File: config.mk
export PLATFORM = sky130hd
export DESIGN_NAME = tof_timer_ff
export DESIGN_NICKNAME = d
export VERILOG_FILES = /design/src/common/tof_pkg.sv /design/src/tof_timer_ff.sv
export SDC_FILE = /design/constraint.sdc
export NUM_CORES = 1
export LEC_CHECK = 0
export ABC_AREA = 1
export CAP_MARGIN = 20
export CELL_PAD_IN_SITES_DETAIL_PLACEMENT = 0
export CELL_PAD_IN_SITES_GLOBAL_PLACEMENT = 1
export CORE_MARGIN = 10
export CORE_UTILIZATION = 45
export CTS_BUF_LIST = sky130_fd_sc_hd__clkbuf_8
export CTS_CLUSTER_SIZE = 10
export DETAILED_ROUTE_END_ITERATION = 10
export DONT_BUFFER_PORTS = 1
export GPL_ROUTABILITY_DRIVEN = 0
export PLACE_DENSITY_LB_ADDON = 0.12
export SLEW_MARGIN = 20
export SYNTH_ARGS = -nofsm -noshare
export SYNTH_HDL_FRONTEND = slang
export SYNTH_SLANG_ARGS = --single-unit
File: constraint.sdc
create_clock -name pclk -period 2.71 [get_ports pclk]
set_input_delay 0.1355 -clock pclk [delete_from_list [all_inputs] [get_ports pclk]]
set_output_delay 0.1355 -clock pclk [all_outputs]
set_load 0.01 [all_outputs]
File: src/common/tof_pkg.sv
// Constants shared by the timer output flip-flop and interrupt flag block.
package tof_pkg;

    // ------------------------------------------------------------
    // Bus and register map
    // ------------------------------------------------------------
    localparam int         ADDR_W     = 8;
    localparam int         DATA_W     = 32;
    localparam logic [7:0] OFS_FFCTL  = 8'h00;
    localparam logic [7:0] OFS_STATUS = 8'h04;
    localparam logic [7:0] OFS_MASK   = 8'h08;

    // ------------------------------------------------------------
    // Output flip-flop control fields
    // ------------------------------------------------------------
    localparam int         FORCE_LSB    = 0;
    localparam int         TGL_LSB      = 2;
    localparam int         TGL_W        = 4;
    localparam int         TGL_CMP0     = 0;
    localparam int         TGL_CMP1     = 1;
    localparam int         TGL_CAP0     = 2;
    localparam int         TGL_CAP1     = 3;
    localparam int         FIXED_LSB    = 6;
    localparam logic [1:0] FIXED_ONES   = 2'h3;
    localparam logic [1:0] FORCE_INVERT = 2'h0;
    localparam logic [1:0] FORCE_SET    = 2'h1;
    localparam logic [1:0] FORCE_CLEAR  = 2'h2;
    localparam logic [1:0] FORCE_KEEP   = 2'h3;

    // ------------------------------------------------------------
    // Status and mask fields
    // ------------------------------------------------------------
    localparam int         FLAG_W   = 3;
    localparam int         FLAG_CMP0 = 0;
    localparam int         FLAG_CMP1 = 1;
    localparam int         FLAG_OVF  = 2;

    // ------------------------------------------------------------
    // Reset values
    // ------------------------------------------------------------
    localparam logic [3:0] TGL_RST  = 4'h0;
    localparam logic [2:0] FLAG_RST = 3'h0;
    localparam logic [2:0] MASK_RST = 3'h0;
    localparam logic       TFF_RST  = 1'b0;

endpackage : tof_pkg

File: src/tof_timer_ff.sv
// Timer output flip-flop, event flags and interrupt masking with an APB slave.
//
// Behaviour
// - Capture-1 enable bit 5 toggles output flip-flop.
// - Capture-0 enable bit 4 toggles output flip-flop.
// - Compare-1 enable bit 3 toggles on match.
// - Compare-0 enable bit 2 toggles on match.
// - Force field write 00 inverts flip-flop.
// - Force 01 sets, 10 clears flip-flop.
// - Force 11 keeps; field reads 11.
// - Overflow sets status bit 2.
// - Compare-1 match sets status bit 1.
// - Compare-0 match sets status bit 0.
// - Flags set regardless of interrupt mask.
// - Interrupt only for unmasked set flags.
// - Status read clears its flags.
// - Mask bits 2..0, reset zero, upper zero.
// - Compare-1 match clears counter when enabled.
module tof_timer_ff
    import tof_pkg::*;
(
    input  wire logic              pclk,
    input  wire logic              presetn,
    input  wire logic              psel,
    input  wire logic              penable,
    input  wire logic              pwrite,
    input  wire logic [ADDR_W-1:0] paddr,
    input  wire logic [DATA_W-1:0] pwdata,
    output logic      [DATA_W-1:0] prdata,
    output logic                   pready,
    output logic                   pslverr,
    input  wire logic              match0_pulse,
    input  wire logic              match1_pulse,
    input  wire logic              capture0_pulse,
    input  wire logic              capture1_pulse,
    input  wire logic              overflow_pulse,
    input  wire logic              clear_on_compare1_enable,
    output logic                   counter_clear,
    output logic                   timer_output_flipflop,
    output logic                   irq
);

    // ------------------------------------------------------------
    // State
    // ------------------------------------------------------------
    logic [TGL_W-1:0]  tgl_en_q;
    logic [FLAG_W-1:0] flag_q;
    logic [FLAG_W-1:0] flag_d;
    logic [FLAG_W-1:0] mask_q;
    logic              tff_q;
    logic              tff_d;
    logic [DATA_W-1:0] prdata_q;
    logic              pready_q;
    logic              pslverr_q;
    logic              irq_q;
    logic              clr_q;

    // ------------------------------------------------------------
    // Bus decode
    // ------------------------------------------------------------
    wire setup_ph   = psel & ~penable;
    wire access_ok  = psel & penable & pready_q;
    wire wr_done    = access_ok & pwrite;
    wire rd_done    = access_ok & ~pwrite;
    wire sel_ffctl  = (paddr == OFS_FFCTL);
    wire sel_status = (paddr == OFS_STATUS);
    wire sel_mask   = (paddr == OFS_MASK);
    wire addr_ok    = sel_ffctl | sel_status | sel_mask;
    wire force_wr   = wr_done & sel_ffctl;
    wire mask_wr    = wr_done & sel_mask;
    wire status_rd  = rd_done & sel_status;

    wire [1:0] force_code = pwdata[FORCE_LSB +: 2];

    // ------------------------------------------------------------
    // Events and toggle triggers
    // ------------------------------------------------------------
    wire [FLAG_W-1:0] events = {overflow_pulse, match1_pulse, match0_pulse};
    wire [TGL_W-1:0]  tgl_src = {capture1_pulse, capture0_pulse,
                                 match1_pulse, match0_pulse};
    // Any number of coinciding enabled triggers gives one inversion.
    wire hw_toggle = |(tgl_en_q & tgl_src);

    // Only the flags that were returned by the read are cleared, so an
    // event landing between setup and access is never lost.
    wire [FLAG_W-1:0] flag_clr = status_rd ? prdata_q[FLAG_W-1:0] : FLAG_RST;

    wire [DATA_W-1:0] ffctl_word = {24'h0, FIXED_ONES, tgl_en_q, FORCE_KEEP};
    wire [DATA_W-1:0] status_word = {29'h0, flag_q};
    wire [DATA_W-1:0] mask_word = {29'h0, mask_q};
    wire [DATA_W-1:0] rd_word = sel_ffctl  ? ffctl_word  :
                                sel_status ? status_word :
                                sel_mask   ? mask_word   : 32'h0;

    // ------------------------------------------------------------
    // Next-state logic
    // ------------------------------------------------------------
    always_comb begin
        flag_d = (flag_q & ~flag_clr) | events;
    end

    always_comb begin
        tff_d = hw_toggle ? ~tff_q : tff_q;
        if (force_wr) begin
            case (force_code)
                FORCE_INVERT: tff_d = ~tff_q;
                FORCE_SET:    tff_d = 1'b1;
                FORCE_CLEAR:  tff_d = 1'b0;
                default:      tff_d = hw_toggle ? ~tff_q : tff_q;
            endcase
        end
    end

    // ------------------------------------------------------------
    // Registers
    // ------------------------------------------------------------
    always_ff @(posedge pclk or negedge presetn) begin
        if (!presetn) begin
            pready_q  <= 1'b0;
            pslverr_q <= 1'b0;
            prdata_q  <= 32'h0;
        end else begin
            pready_q  <= setup_ph;
            pslverr_q <= setup_ph & ~addr_ok;
            prdata_q  <= (setup_ph & ~pwrite) ? rd_word : 32'h0;
        end
    end

    always_ff @(posedge pclk or negedge presetn) begin
        if (!presetn) begin
            tgl_en_q <= TGL_RST;
            mask_q   <= MASK_RST;
        end else begin
            if (force_wr) begin
                tgl_en_q <= pwdata[TGL_LSB +: TGL_W];
            end
            if (mask_wr) begin
                mask_q <= pwdata[FLAG_W-1:0];
            end
        end
    end

    always_ff @(posedge pclk or negedge presetn) begin
        if (!presetn) begin
            flag_q <= FLAG_RST;
            tff_q  <= TFF_RST;
            irq_q  <= 1'b0;
            clr_q  <= 1'b0;
        end else begin
            flag_q <= flag_d;
            tff_q  <= tff_d;
            irq_q  <= |(flag_q & mask_q);
            clr_q  <= match1_pulse & clear_on_compare1_enable;
        end
    end

    assign prdata                = prdata_q;
    assign pready                = pready_q;
    assign pslverr               = pslverr_q;
    assign counter_clear         = clr_q;
    assign timer_output_flipflop = tff_q;
    assign irq                   = irq_q;
endmodule : tof_timer_ff

==> results of run 1 <==
cells in the mapped netlist, drive strengths merged:
cell	instances	area (um^2)
nand2	35	151.4
o21ai	6	30.03
buf	25	187.7
nor3	3	26.28
nor2	21	122.6
a21oi	5	25.02
nand3	10	50.05
conb	1	3.750
dfrtp	22	550.5
inv	24	90.08
nand4	3	18.77
metrics by stage:
step | utilization [%] | hold slack (ps) | cell area, um^2 | total power, mW
2_1_floorplan | - | -160.1 | 1343 | 0.4169
4_1_cts | 48.89 | 12.72 | 1325 | 0.7157
5_1_grt | 49.45 | 7.426 | 1340 | 0.7433
6_report | 49.45 | 14.79 | 1340 | 0.7102
3_3_place_gp | 44.04 | -159.4 | 1194 | 0.3966
3_5_place_dp | 44.04 | -159.4 | 1194 | 0.3980
logic make-up after synthesis:
group	after synthesis
DFF	22
AOI/OAI and AO/OA	11
and+or+nand+nor	72
other	1
buffers and inverters	49
layer usage:
layer | track usage, % | part of all wire, % | vias to the layer above
li1 | - | - | 442
met2 | 16.86 | 47 | 38
met1 | 10.58 | 38 | 388
met3 | 6.531 | 14 | 2
met5 | 0 | 0 | -
met4 | 1.266 | 0.31 | 0
state kept, by name, indices dropped and copies added, names as in the netlist:
signal,cells
timer_output_flipflop,1
mask_q,3
pready,1
prdata,7
irq,1
pslverr,1
counter_clear,1
tgl_en_q,4
flag_q,3
area by class of cell:
type | instances | area [um^2] | share of cell area, %
clock buffers | 3 | 41.29 | 3.081
inverters | 24 | 90.09 | 6.723
clock inverters | 1 | 30.03 | 2.241
well taps | 31 | 38.79 | 2.894
repair buffers | 7 | 75.07 | 5.602
multi-input cells | 107 | 514.2 | 38.38
flip-flops and latches | 22 | 550.5 | 41.08
final timing paths:
kind / startpoint / to / slack [ps] / depth (start not counted)
worst min-delay path: pwdata[0] / mask_q[0]$_DFFE_PN0P_ / 10 / 2
worst min register to register: tgl_en_q[1]$_DFFE_PN0P_ / prdata[3]$_DFF_PN0_ / 520 / 2
worst max-delay path: pready$_DFF_PN0_ / timer_output_flipflop$_DFF_PN0_ / 1570 / 5
min in group asynchronous: presetn / prdata[6]$_DFF_PN0_ / 280 / 1
worst max register to register: pready$_DFF_PN0_ / timer_output_flipflop$_DFF_PN0_ / 1570 / 5
max in group asynchronous: presetn / prdata[5]$_DFF_PN0_ / 1980 / 2
power groups by stage:
stage	registers (mW)	logic, mW	clock network (mW)
after floorplan	0.348	0.0685	0
after CTS	0.344	0.0610	0.310
final	0.344	0.0643	0.302
after global placement	0.351	0.0461	0
after detailed placement	0.351	0.0471	0
after global routing	0.345	0.0740	0.324
critical path, stage by stage (launching register included):
cell	delay, ps
dfrtp_1	400
nand2_1	120
nor3_4	250
nand2_4	130
nor2_1	100
a21oi_1	50
==> metrics, run 1 <==
Setup Buffers After CTS=0; commonest non-fill, non-tap cell in the layout=nand2_1; post-route DRC violation count=0; 1st-iter DRT viols=33; Worst Setup Slack, final=~1600 ps; layout cell share with drive strength beyond 1=10.37%; non-filler instance count after layout=around 200; H-tree depth=1; final worst path period share=approximately 42%; post-synth cell types=19; yosys warns=0; Num CTS Buffers=3; post-route antenna net violation count=0; vias in the first global route=913; Clk pwr share=between 40% and 50%; placed cells=184; post-synthesis compound-gate area fraction=around 4.4%; Internal=~0.55 mW; synthesis-to-finish area growth=6.674%; Vias=870; Mapped Area=about 0.0013 mm^2; # nets final=around 220; Slew Limit Fails=0; most frequent cells in the layout=nand2_1 (31), conb_1 (24), inv_1 (23); Root Driver=clkbuf_8; CTS max path bufs=2; CP Capture Type=flip-flop; min cycle time layout=1145 ps; CP required=about 2900 ps; core area=between 0.002 and 0.003 mm^2; post-synthesis instance total=155; Seq/Total Area, Yosys=between 40% and 50%; CTS tree=done; die area=between 0.005 and 0.006 mm^2; Comb pwr share=a little under a tenth; Place WS=around 1500 ps; post-synthesis simple-gate area fraction=roughly 29%; fill count=280; Setup Viol. Count Final=0; I/O pin total=88; antenna violations before repair=0; WL/cell=13.44 um; Sequential Power Share=around half; Sw Share=22.35%; final hold vios=0; Worst Setup Start Kind=flip-flop; post-synthesis register bit count=22; Hold Crit Class=primary input to flip-flop; multiplexer area fraction after synthesis=0%; NetSw=approximately 0.16 mW; Via density=between 4 and 5; dpl hpwl=2.152 mm; PwrDens=between 500 and 600 mW/mm^2; worst-path maximum fanout=9; adder-cell area share of the yosys netlist=0%; Reg clk slew, reported paths=about 80 ps; Die Wd=around 73 um; Slew @ Worst Pin=slightly above 500 ps; largest family of logic cells by synthesized area=simple AND/OR/NAND/NOR gates; status=finished clean; port buffer count=0; RSZ-0062 raised after global routing=no; Starting Density=between 40 and 50%; CP Class=flip-flop to flip-flop; Rows=19; max_slew headroom=between 60% and 70%; Post-Synthesis Mean Instance Area=8.105 um^2; clk sinks=22; skew final=10.82 ps; n_diodes=0; largest net degree at the start of global routing=23; Chip Height=72.84 um; Hold Buf Count CTS=6; grt ovf=0; Worst VDD drop=about 500 uV; leak pwr=a little under 0.8 nW; final WL=roughly 2.6 mm; DRT Pass-1 Iters=4; CTS resizes=0; first-pass GRT wire length=~4.2 mm; fmax=about 870 MHz; worst skew pair latency=260 ps; XOR/XNOR share of the synthesized area=0%; GRT Total Usage=around a tenth; Setup TNS=0 ps; WP data arrival=1300 ps; Max Cap Violations=0
Power figures use the tool's default switching activity.
==> inputs of run 2 (changes only) <==
--- a/config.mk
+++ b/config.mk
@@ -10,7 +10,7 @@
 export CELL_PAD_IN_SITES_DETAIL_PLACEMENT = 0
 export CELL_PAD_IN_SITES_GLOBAL_PLACEMENT = 1
 export CORE_MARGIN = 10
-export CORE_UTILIZATION = 45
+export CORE_UTILIZATION = 39
 export CTS_BUF_LIST = sky130_fd_sc_hd__clkbuf_8
 export CTS_CLUSTER_SIZE = 10
 export DETAILED_ROUTE_END_ITERATION = 10
==> constraint.sdc (replaced) <==
create_clock -name pclk -period 0.9 [get_ports pclk]
set_input_delay 0.045 -clock pclk [delete_from_list [all_inputs] [get_ports pclk]]
set_output_delay 0.045 -clock pclk [all_outputs]
set_load 0.01 [all_outputs]
==> metrics, run 2 (synthesis results as in run 1) <==
Starting Density=roughly two fifths; slowest stage delay, CP=approximately 360 ps; 1st-iter DRT viols=61; commonest non-fill, non-tap cell in the layout=nand2_1; fill count=339; antenna violations before repair=0; Clk pwr share=roughly 41%; critical-path cell list=nand2_2 > nor3_4 > buf_6 > nand2_4 > nor2_1 > a21oi_1; RSZ-0062 raised after global routing=yes; Num CTS Buffers=3; Comb pwr share=about 12%; status=finished with violations; family with the most delay on the worst path=simple AND/OR/NAND/NOR gates; I/O pin total=a little under 90; leak pwr=a little under 0.9 nW; port buffer count=0; clk sinks=22; Vias=930; Reg clk slew, reported paths=80 ps; CP Buf/Inv Count=1; slowest CP cell=dfrtp_1; Max Cap Violations=0; worst-path maximum fanout=5; skew final=between 5 and 6 ps; failing checks=negative setup slack; max reg flops=7; Worst Setup Slack, final=-144.9 ps; synthesis-to-finish area growth=20.92%; Worst VDD drop=~1000 uV; H-tree depth=1; Via density=between 4 and 5; CP Capture Type=flip-flop; GRT Total Usage=9.647%; DRT Pass-1 Iters=4; Place WS=-163.5 ps; CP Class=flip-flop to flip-flop; # nets final=approximately 230; min cycle time layout=approximately 1000 ps; core area=around 0.0031 mm^2; dpl hpwl=2.385 mm; WL/cell=12.65 um; Rows=20; Sequential Power Share=46.8%; n_diodes=0; final WL=2.834 mm; post-route DRC violation count=0; CTS tree=done; largest net degree at the start of global routing=23; Chip Height=approximately 77 um; Setup Viol. Count Final=12; Internal=1.712 mW; Root Driver=clkbuf_8; fmax=957.0 MHz; final worst path period share=116.1%; die area=about 0.0059 mm^2; Reg area=roughly 550 um^2; layout cell share with drive strength beyond 1=16.67%; Worst Setup Start Kind=flip-flop; grt ovf=0; WP data arrival=1200 ps; CP required=around 1100 ps; area of the multi-input gates=between 500 and 600 um^2; post-route antenna net violation count=0; PwrDens=around 1400 mW/mm^2; CTS max path bufs=2; Final Total Pwr=roughly 2.2 mW; final hold vios=0; Die Wd=~77 um; Hold Crit Class=primary input to flip-flop; worst skew pair latency=260 ps; NetSw=between 0.4 and 0.5 mW; Slew Limit Fails=0; most frequent cells in the layout=nand2_1 (30), conb_1 (24), inv_1 (23); first-pass GRT wire length=roughly 4.8 mm; Sw Share=a little over a fifth; vias in the first global route=between 1k and 1.5k
## run 2: changes by cell type in the layout (fill, tap and decap cells not counted), moves of 2 or more
cell           previous run  this run
nor2_2                    2         4
buf_6                     0         3
dlygate4sd3_1             6        12
buf_4                     0         6
nor2_1                   15        13
## run 2: power groups by stage
stage	clock network (mW)	registers (mW)	logic, mW
after floorplan	0	1.05	0.207
after global placement	0	1.04	0.174
after detailed placement	0	1.05	0.175
after CTS	0.926	1.03	0.223
after global routing	0.964	1.03	0.301
final	0.901	1.03	0.265
## run 2: area by class of cell
type	instances	area share [%]
sequential	22	36.24
multi-input combinational	108	35.09
timing repair buffer	22	14.42
inverter	24	5.931
tap	44	3.624
clock buffer	3	2.718
clock inverter	1	1.977
## run 2: stage by stage
step                      setup TNS, ps  area [um^2]  hold WS [ps]  instances  util, %
after detailed placement          -1395         1257        -249.7        203    40.85
after global routing              -2381         1519         83.95        224    49.35
after global placement            -1119         1257        -249.8        203    40.85
after floorplan                  -919.5         1345        -250.6        178        -
after CTS                         -1344         1480        -539.0        222    48.09
final                             -1184         1519         37.50        224    49.35
## run 2: worst register-to-register path, stage by stage, from the launching register on
cell,delay [ps]
dfrtp_1,360
nand2_2,80
nor3_4,150
buf_6,140
nand2_4,70
nor2_1,110
a21oi_1,40
## run 2: metal layers
metal  up-vias  routed length (um)  GRT usage (%)
li1        477                   -              -
met1       419                1069          9.966
met2        34                1428          16.86
met3         0                 336          6.061
met4         0                   0         0.5576
met5         -                   0              0
## run 2: what timing repair did
item,CTS,global route
gates cloned,1,0
hold buffers,11,2
endpoints found under the setup margin,11,13
pin swaps,1,0
hold endpoints to repair,35,22
setup buffers,3,0
gates resized for setup,3,3
## run 2: path summary, 6_finish.rpt
path                       slack [ps]                start  cells after the start                              end
max in group asynchronous         560              presetn                      2              prdata[0]$_DFF_PN0_
hold / removal                     40            pwdata[1]                      3  timer_output_flipflop$_DFF_PN0_
setup reg to reg                 -140     pready$_DFF_PN0_                      6          tgl_en_q[3]$_DFFE_PN0P_
min in group asynchronous         200              presetn                      2            mask_q[0]$_DFFE_PN0P_
hold reg to reg                   520  flag_q[0]$_DFF_PN0_                      2              flag_q[0]$_DFF_PN0_
setup / recovery                 -140     pready$_DFF_PN0_                      6          tgl_en_q[3]$_DFFE_PN0P_
